`src/sgs_consts.svh`:
```
// Purpose: constants of the parameter-set selector and its event stamping
// Assumes: included by the design files by bare name
// Notes:   definitions only; widths match the ports they meet
`ifndef GROUP_SEL_CONSTS_SVH
`define GROUP_SEL_CONSTS_SVH

// number of parameter sets and the code that means "no group"
`define SG_GROUPS         8
`define SG_CODE_NONE      4'h0
`define SG_CODE_ONE       4'h1

// reset values: param_set_one active, forcing disabled
`define SG_ACTIVE_RESET   8'h01
`define SG_FORCE_RESET    1'b0

// a request input still high after this many cycles in a row counts as a static level
`define SG_STATIC_CYCLES  2'h2

// layout of the monitored-condition vector fed to the event stamper
`define EV_WIDTH          32
`define EV_ENABLED_LSB    0
`define EV_REQUEST_LSB    8
`define EV_ACTIVE_LSB     16
`define EV_REMOTE_BIT     24
`define EV_LOCAL_BIT      25
`define EV_FORCE_BIT      26
`define EV_FAIL_CFG_BIT   27
`define EV_FAIL_FORCE_BIT 28
`define EV_FAIL_PRIO_BIT  29
`define EV_SPARE_LSB      30

// time stamp counter width and step per clock
`define STAMP_WIDTH       32
`define STAMP_STEP        32'h0000_0001

`endif

```
`src/sgs_pkg.sv`:
```
// Purpose: types and shared decode functions of the parameter-set selector
// Assumes: group one is the highest priority and sits in bit 0 of a mask
// Notes:   group codes are 0 for none and 1..8 for the groups
package group_sel_pkg;

    typedef logic [3:0] group_code_type;
    typedef logic [7:0] group_mask_type;

    // operating mode, one-hot
    typedef enum logic [1:0] {
        MODE_AUTO  = 2'b01,
        MODE_FORCE = 2'b10
    } mode_type;

    // group code to one-hot mask; none or out-of-range gives an empty mask
    function automatic group_mask_type code_to_mask(input group_code_type code);
        group_mask_type m;
        m = 8'h00;
        if (code >= 4'h1 && code <= 4'h8) begin
            m = 8'h01 << (code - 4'h1);
        end
        return m;
    endfunction

    // keep only the highest-priority (lowest-numbered) group of a mask
    function automatic group_mask_type pick_highest(input group_mask_type m);
        return m & (~m + 8'h01);
    endfunction

    // groups at or above a one-hot group; an empty input allows every group
    function automatic group_mask_type at_or_above(input group_mask_type top);
        return (top << 1) - 8'h01;
    endfunction

    // groups in service: count-minus-one setting to a mask of groups one..n+1
    function automatic group_mask_type in_service_mask(input logic [2:0] n);
        return (8'h02 << n) - 8'h01;
    endfunction

    // one-hot mask back to a group code
    function automatic group_code_type mask_to_code(input group_mask_type m);
        group_code_type c;
        c = 4'h0;
        for (int i = 0; i < 8; i++) begin
            if (m[i]) begin
                c = 4'(i + 1);
            end
        end
        return c;
    endfunction

endpackage

```
`src/sgs_selector.sv`:
```
// Purpose: picks the active parameter set from request inputs and operator commands
// Assumes: settings and operator commands are on clk_in; group request inputs are pins
// Notes:   active group is one-hot with param_set_one in bit 0; events via event_stamper
`timescale 1ns/100ps
`include "sgs_consts.svh"
module param_set_selector
    import group_sel_pkg::*;
(
    input  wire logic                    clk_in,
    input  wire logic                    srst_in,
    input  wire logic [7:0]              group_req_in,
    input  wire logic                    force_change_enable_in,
    input  wire logic [2:0]              used_groups_in,
    input  wire logic [3:0]              remote_change_in,
    input  wire logic                    local_req_in,
    input  wire logic [3:0]              local_group_in,
    input  wire logic [3:0]              force_group_in,
    input  wire logic [`EV_WIDTH-1:0]    event_on_sel_in,
    input  wire logic [`EV_WIDTH-1:0]    event_off_sel_in,
    output logic      [7:0]              active_group_out,
    output logic      [3:0]              active_code_out,
    output logic                         force_mode_out,
    output logic      [7:0]              group_default_load_out,
    output logic      [`EV_WIDTH-1:0]    event_on_out,
    output logic      [`EV_WIDTH-1:0]    event_off_out,
    output logic      [`STAMP_WIDTH-1:0] event_stamp_out,
    output logic                         event_valid_out
);

    // synchronised request pins and their history
    logic [7:0]           req_meta;
    logic [7:0]           req_sync;
    logic [7:0]           req_prev;
    logic [1:0]           hold_cnt [0:7];
    group_mask_type       held;
    group_mask_type       rise;

    // operator command history for change detection
    group_code_type       remote_prev;
    group_code_type       force_prev;
    logic                 local_prev;
    logic [2:0]           used_prev;

    // state
    mode_type             mode;
    mode_type             next_mode;
    group_mask_type       active;
    group_mask_type       next_active;
    logic                 fail_cfg;
    logic                 fail_force;
    logic                 fail_prio;
    logic                 next_fail_cfg;
    logic                 next_fail_force;
    logic                 next_fail_prio;

    // decode
    group_mask_type       in_service;
    group_mask_type       allowed;
    group_mask_type       auto_pick;
    group_mask_type       man_mask;
    logic                 man_req;
    logic                 man_is_remote;
    logic                 force_new;
    logic                 remote_new;
    logic                 local_new;
    logic [`EV_WIDTH-1:0] cond;

    // two flops on the pins before anything looks at them
    always_ff @(posedge clk_in) begin
        if (srst_in) begin
            req_meta <= 8'h00;
            req_sync <= 8'h00;
            req_prev <= 8'h00;
        end else begin
            req_meta <= group_req_in;
            req_sync <= req_meta;
            req_prev <= req_sync;
        end
    end

    // per-group level counters: a short pulse selects, a long level also holds
    always_ff @(posedge clk_in) begin
        if (srst_in) begin
            for (int i = 0; i < `SG_GROUPS; i++) begin
                hold_cnt[i] <= 2'h0;
            end
        end else begin
            for (int i = 0; i < `SG_GROUPS; i++) begin
                if (!req_sync[i]) begin
                    hold_cnt[i] <= 2'h0;
                end else if (hold_cnt[i] != `SG_STATIC_CYCLES) begin
                    hold_cnt[i] <= hold_cnt[i] + 2'h1;
                end
            end
        end
    end

    // pulse starts and static holds of each request input; a hold ends in the
    // same cycle as its synced level, so a released group blocks nothing
    always_comb begin
        rise = req_sync & ~req_prev;
        held = 8'h00;
        for (int i = 0; i < `SG_GROUPS; i++) begin
            held[i] = req_sync[i] && (hold_cnt[i] == `SG_STATIC_CYCLES);
        end
    end

    // only groups at or above the highest static hold may be picked automatically or by remote command;
    // a hold on the last group therefore leaves every group allowed
    always_comb begin
        in_service = in_service_mask(used_groups_in);
        allowed    = at_or_above(pick_highest(held));
        auto_pick  = pick_highest((rise | held) & allowed);
    end

    // operator command starts: a new nonzero value or a rising panel strobe
    always_comb begin
        force_new  = (force_group_in != force_prev) && (force_group_in != `SG_CODE_NONE);
        remote_new = (remote_change_in != remote_prev)
                     && (remote_change_in != `SG_CODE_NONE);
        local_new  = local_req_in && !local_prev;
    end

    // one operator command per cycle: forced selection, then remote, then panel
    always_comb begin
        man_req       = force_new | remote_new | local_new;
        man_is_remote = 1'b0;
        man_mask      = 8'h00;
        if (force_new) begin
            man_mask = code_to_mask(force_group_in);
        end else if (remote_new) begin
            man_mask      = code_to_mask(remote_change_in);
            man_is_remote = 1'b1;
        end else if (local_new) begin
            man_mask = code_to_mask(local_group_in);
        end
    end

    // command history registers
    always_ff @(posedge clk_in) begin
        if (srst_in) begin
            remote_prev <= `SG_CODE_NONE;
            force_prev  <= `SG_CODE_NONE;
            local_prev  <= 1'b0;
            used_prev   <= 3'h0;
        end else begin
            remote_prev <= remote_change_in;
            force_prev  <= force_group_in;
            local_prev  <= local_req_in;
            used_prev   <= used_groups_in;
        end
    end

    // forcing lasts exactly as long as the enable setting
    always_comb begin
        next_mode = mode;
        unique case (mode)
            MODE_AUTO: begin
                if (force_change_enable_in) begin
                    next_mode = MODE_FORCE;
                end
            end
            MODE_FORCE: begin
                if (!force_change_enable_in) begin
                    next_mode = MODE_AUTO;
                end
            end
        endcase
    end

    always_ff @(posedge clk_in) begin
        if (srst_in) begin
            mode <= MODE_AUTO;
        end else begin
            mode <= next_mode;
        end
    end

    // selection and refusal decisions for the current cycle
    always_comb begin
        next_active     = active;
        next_fail_cfg   = 1'b0;
        next_fail_force = 1'b0;
        next_fail_prio  = 1'b0;
        unique case (mode)
            MODE_AUTO: begin
                // operator commands are refused while forcing is off
                if (man_req) begin
                    next_fail_force = 1'b1;
                end
                // a fresh pulse below a static hold is refused and reported
                if ((rise & ~allowed) != 8'h00) begin
                    next_fail_prio = 1'b1;
                end
                if (used_groups_in == 3'h0) begin
                    next_active = `SG_ACTIVE_RESET;
                end else if ((auto_pick & ~in_service) != 8'h00) begin
                    next_fail_cfg = 1'b1;
                end else if (auto_pick != 8'h00) begin
                    next_active = auto_pick;
                end
            end
            MODE_FORCE: begin
                // while forcing is on, request pins matter only through static holds that refuse remote commands
                if (man_req) begin
                    if ((man_mask & in_service) == 8'h00) begin
                        next_fail_cfg = 1'b1;
                    end else if (man_is_remote && ((man_mask & ~allowed) != 8'h00)) begin
                        next_fail_prio = 1'b1;
                    end else begin
                        next_active = man_mask;
                    end
                end
            end
        endcase
        // a group taken out of service cannot stay active
        if ((next_active & in_service) == 8'h00) begin
            next_active = `SG_ACTIVE_RESET;
        end
    end

    // active group register; changes the cycle after a request is taken
    always_ff @(posedge clk_in) begin
        if (srst_in) begin
            active <= `SG_ACTIVE_RESET;
        end else begin
            active <= next_active;
        end
    end

    // refusal flags are levels: a lasting refused hold gives one on, one off
    always_ff @(posedge clk_in) begin
        if (srst_in) begin
            fail_cfg   <= 1'b0;
            fail_force <= 1'b0;
            fail_prio  <= 1'b0;
        end else begin
            fail_cfg   <= next_fail_cfg;
            fail_force <= next_fail_force;
            fail_prio  <= next_fail_prio;
        end
    end

    // groups entering service load defaults; pulse lasts one cycle
    always_ff @(posedge clk_in) begin
        if (srst_in) begin
            group_default_load_out <= 8'h00;
        end else begin
            group_default_load_out <= in_service & ~in_service_mask(used_prev);
        end
    end

    // registered views of the selection
    always_ff @(posedge clk_in) begin
        if (srst_in) begin
            active_code_out <= `SG_CODE_ONE;
            force_mode_out  <= `SG_FORCE_RESET;
        end else begin
            active_code_out <= mask_to_code(next_active);
            force_mode_out  <= (next_mode == MODE_FORCE);
        end
    end

    assign active_group_out = active;

    // monitored conditions; spare bits never change and never report
    always_comb begin
        cond                                = '0;
        cond[`EV_ENABLED_LSB +: 8]          = in_service;
        cond[`EV_REQUEST_LSB +: 8]          = req_sync;
        cond[`EV_ACTIVE_LSB +: 8]           = active;
        cond[`EV_REMOTE_BIT]                = (remote_change_in != `SG_CODE_NONE);
        cond[`EV_LOCAL_BIT]                 = local_req_in;
        cond[`EV_FORCE_BIT]                 = (mode == MODE_FORCE);
        cond[`EV_FAIL_CFG_BIT]              = fail_cfg;
        cond[`EV_FAIL_FORCE_BIT]            = fail_force;
        cond[`EV_FAIL_PRIO_BIT]             = fail_prio;
    end

    // stamping of the condition changes picked by the on/off selections
    event_stamper u_event_stamp (
        .clk_in          (clk_in),
        .srst_in         (srst_in),
        .cond_in         (cond),
        .on_sel_in       (event_on_sel_in),
        .off_sel_in      (event_off_sel_in),
        .event_on_out    (event_on_out),
        .event_off_out   (event_off_out),
        .event_stamp_out (event_stamp_out),
        .event_valid_out (event_valid_out)
    );

endmodule

```
`src/sgs_event_stamp.sv`:
```
// Purpose: turns changes of monitored conditions into stamped on/off events
// Assumes: conditions come from logic on the same clock
// Notes:   all changes seen in one cycle share one stamp and one valid pulse
`timescale 1ns/100ps
`include "sgs_consts.svh"
module event_stamper (
    input  wire logic                    clk_in,
    input  wire logic                    srst_in,
    input  wire logic [`EV_WIDTH-1:0]    cond_in,
    input  wire logic [`EV_WIDTH-1:0]    on_sel_in,
    input  wire logic [`EV_WIDTH-1:0]    off_sel_in,
    output logic      [`EV_WIDTH-1:0]    event_on_out,
    output logic      [`EV_WIDTH-1:0]    event_off_out,
    output logic      [`STAMP_WIDTH-1:0] event_stamp_out,
    output logic                         event_valid_out
);

    logic [`EV_WIDTH-1:0]    cond_prev;
    logic [`STAMP_WIDTH-1:0] stamp;
    logic [`EV_WIDTH-1:0]    next_on;
    logic [`EV_WIDTH-1:0]    next_off;

    // rising edges are on events, falling edges off events, each filtered
    always_comb begin
        next_on  = cond_in & ~cond_prev & on_sel_in;
        next_off = ~cond_in & cond_prev & off_sel_in;
    end

    // free-running time base; wraps silently, software extends it if needed
    always_ff @(posedge clk_in) begin
        if (srst_in) begin
            stamp <= '0;
        end else begin
            stamp <= stamp + `STAMP_STEP;
        end
    end

    // previous conditions; zero at reset so the initial state is reported
    always_ff @(posedge clk_in) begin
        if (srst_in) begin
            cond_prev <= '0;
        end else begin
            cond_prev <= cond_in;
        end
    end

    // stored events carry the stamp of the cycle the change was seen
    always_ff @(posedge clk_in) begin
        if (srst_in) begin
            event_on_out    <= '0;
            event_off_out   <= '0;
            event_stamp_out <= '0;
            event_valid_out <= 1'b0;
        end else begin
            event_on_out    <= next_on;
            event_off_out   <= next_off;
            event_stamp_out <= stamp;
            event_valid_out <= |{next_on, next_off};
        end
    end

endmodule

```
`config.mk`:
```
export PLATFORM = sky130hd
export DESIGN_NAME = param_set_selector
export DESIGN_NICKNAME = d
export VERILOG_FILES = /design/src/sgs_pkg.sv /design/src/sgs_selector.sv /design/src/sgs_event_stamp.sv
export VERILOG_INCLUDE_DIRS = /design/src
export SDC_FILE = /design/constraint.sdc
export NUM_CORES = 1
export LEC_CHECK = 0
export BUFFER_PORTS_ARGS = -buffer_cell sky130_fd_sc_hd__buf_2
export CORE_MARGIN = 2
export CORE_UTILIZATION = 40
export CTS_BUF_LIST = sky130_fd_sc_hd__clkbuf_16
export CTS_CLUSTER_DIAMETER = 200
export DETAILED_ROUTE_END_ITERATION = 16
export SYNTH_ARGS = -nofsm -noshare
export SYNTH_HDL_FRONTEND = slang
export SYNTH_SLANG_ARGS = --single-unit
```
`constraint.sdc`:
```
create_clock -name clk_in -period 6.1 [get_ports clk_in]
set_clock_uncertainty 0.15 [all_clocks]
set_input_delay 0.61 -clock clk_in [delete_from_list [all_inputs] [get_ports clk_in]]
set_output_delay 0.61 -clock clk_in [all_outputs]
set_load 0.02 [all_outputs]
```
==> flow_summary.yaml <==
sta:
  rsz0062_at_grt: "no"
  tightest_slew_ns: 1.07
  period_needed_ns: 4.55
  max_slew_margin_pct: 28.4
  hold_violations: 0
  period_share_pct: 74.6
  holdWs_ns: 0.150
  setup_viol: 0
  slew_viol_final: 0
  fin_setup_tns_ns: 0
  timing.fmax_mhz: 220
power_and_ir_drop:
  sequentialPowerShare_pct: 48.0
  p_sw_w: 0.000801
  switching_share_pct: 25.2
  power-per-cell-area_nw_per_um2: 290
  clkPwrFrac_pct: 42.4
  leakage_nw: 4.83
  ir_drop_mv: 0.300
  internal-power_w: 0.00237
  power_frac_comb_pct: 9.6
layout:
  num_antenna_cells: 0
  layout-drive-gt1-share_pct: 22.1
  fin_area_um2: 11000
  finish.net_count: 1251
  nFillCells: 2171
  area_growth_pct: 20.5
  fin_util_pct: 48.7
critical_path:
  rrSetupSlack_ns: 1.61
  critPathArrivalTime_ns: 4.81
  slowest_delay_ns: 0.66
  path_cells: "buf_2 > nor3_1 > buf_4 > inv_1 > ha_1 > xnor2_1 > o22ai_1 > or3_1 > o22ai_1 > buf_4 > mux2_2 > o22ai_1 > a222oi_1 > buf_4 > a221o_1"
  cp_slowest_cell: "xnor2_1"
  worstPathRequired_ns: 6.36
  crit_path_end_kind: "register"
  critPathLaunchType: "primary input"
  crit_type: "in2reg"
  worstPathMaxFanout: 13
clocking:
  tritoncts: "done"
  clockBufferDepth: 3
  cts-buffers-inserted: 24
  cts_setup_buffers: 0
  cts_sinks: 221
  hold_buffers: 0
  clk_pin_slew_ns: 0.06
  clock_latency_ns: 0.52
  post_cts_resize_count: 0
  cts_root_buffer: "clkbuf_16"
  htree_levels: 1
route:
  drc: 0
  drt-total-wl_mm: 23.6
  first_pass_iters: 7
  first_iter_violations: 379
  post_drt_via_cell_ratio: 5.11
  avgRoutedWirePerCell_um: 16.3
  ant_nets: 0
  vias: 7407
floorplan:
  die-area_um2: 24000
  io_pins: 209
  die_w_um: 155
  start_util_pct: 40.4
  die_y_um: 155
  coreArea_um2: 22500
  rows: 55
outcome:
  status: "completed"
placed_design:
  gp_congestion: 0.865
  io_buffers: 197
  placed_cell_area_um2: 10200
  hpwl_mm: 17.7
global_route:
  grt_pass1_wl_mm: 36.9
  antenna_found_initial: 0
  overflow: 0
  groute.usage.overall_pct: 19.2
  grt_max_degree: 105
  first_global_vias: 7148
synthesis:
  synth-edff-count: 16
  yosys_warnings: 0
  synthArstFlopShare_pct: 0
  synth_top_cell_area_share_pct: 45.1
  synth_area_um2: 9100
  synth_cells: 966
  synthDistinctLibCells: 80
  ys_seq_area_share_pct: 50.4
  synth-seq-cells: 221
  ys.flop_type: "dfxtp_1"
  synth_area_per_cell_um2: 9.42
  yosysTopAreaCell: "dfxtp_1"
  synth_area_leaders: "dfxtp_1, nor2b_1, edfxtp_1"
min_path:
  hold_path_class: "in2reg"
run:
  cap_violations: 0
-- worst max-delay path: cells and delay by family --
kind,cells,cell delay [ns]
buffers and inverters,5,1.00
AOI/OAI and AO/OA,5,1.29
adders and majority gates,1,0.32
xor gates and xnor gates,1,0.66
and+or+nand+nor,2,0.55
muxes,1,0.35
-- registers in the layout (all words and copies together), names as in the netlist, 2 cells and up --
name,cells
req_meta,8
u_event_stamp.cond_prev,23
active_group_out,8
used_prev,3
hold_cnt,16
u_event_stamp.event_off_out,29
group_default_load_out,7
u_event_stamp.stamp,32
req_sync,8
active_code_out,3
force_prev,4
req_prev,7
u_event_stamp.event_stamp_out,32
u_event_stamp.event_on_out,30
remote_prev,4
mode,2
-- layout by cell type, fill, tap and decap left out, types with 15 or more instances in the layout --
| master | n |
|---|---|
| nand3_1 | 27 |
| and3_1 | 15 |
| xor2_1 | 28 |
| dfxtp_1 | 205 |
| nor2b_1 | 77 |
| nor3_1 | 43 |
| buf_2 | 196 |
| edfxtp_1 | 16 |
| o21ai_0 | 15 |
| nand2_1 | 79 |
| nand2b_1 | 16 |
| nand3b_1 | 26 |
| inv_1 | 46 |
| nor2_1 | 96 |
| clkbuf_16 | 24 |
| a21oi_1 | 21 |
-- path summary, 6_finish.rpt --
path | from | endpoint | depth (start not counted)
setup / recovery | used_groups_in[2] | active_code_out[0] | 15
hold / removal | group_req_in[7] | req_meta[7] | 2
setup reg to reg | force_prev[1] | active_code_out[0] | 13
hold reg to reg | req_meta[6] | req_sync[6] | 1
-- routing by layer --
layer | track usage, % | share of wire [%] | vias to the layer above
li1 | - | - | 3714
met1 | 24.8 | 44 | 3407
met2 | 31.9 | 46 | 247
met3 | 4.34 | 6.9 | 39
met4 | 6.35 | 2.8 | 0
met5 | 0 | 0 | -
-- cell usage after synthesis, types with 13 or more instances --
master,count
a21oi_1,21
and3_1,15
buf_4,17
clkbuf_1,26
dfxtp_1,205
edfxtp_1,16
ha_1,13
inv_1,44
nand2_1,79
nand2b_1,16
nand3_1,27
nand3b_1,26
nand4_1,13
nor2_1,96
nor2b_1,77
nor3_1,43
o21ai_0,15
xor2_1,28
-- cells by family after synthesis --
family	after synthesis	synth area share [%]
flops	221	50.4
simple gates	459	27.4
xor+xnor	37	3.64
compound gates	126	10.5
other cells	1	0.0412
fa+ha+maj	13	1.79
buf+inv	98	4.95
mux	11	1.25
-- per-stage QoR --
stage               total power [W]  std cells  setup WS, ns
floorplan                   0.00176        971          1.12
global placement            0.00186       1406          1.09
detailed placement          0.00186       1406          1.10
CTS                         0.00321       1450          1.63
global route                0.00330       1450          1.30
finish                      0.00318       1450          1.55
-- area by class of cell --
class	instances	area (um^2)	area share (%)
clock inverters	20	134	1.22
multi-input cells	652	4080	37.2
flip-flops and latches	221	4580	41.8
inverters	44	165	1.51
well taps	285	357	3.25
repair buffers	204	1040	9.50
clock buffers	24	601	5.48
-- power by group through the flow --
stage | sequential (W) | clock [W] | combinational (W)
after CTS | 0.00152 | 0.00138 | 0.000303
after floorplan | 0.00157 | 0 | 0.000189
final | 0.00152 | 0.00135 | 0.000304
after global placement | 0.00156 | 0 | 0.000301
after detailed placement | 0.00156 | 0 | 0.000302
after global routing | 0.00153 | 0.00144 | 0.000331
Note: power is estimated with default switching activity, not from simulation.
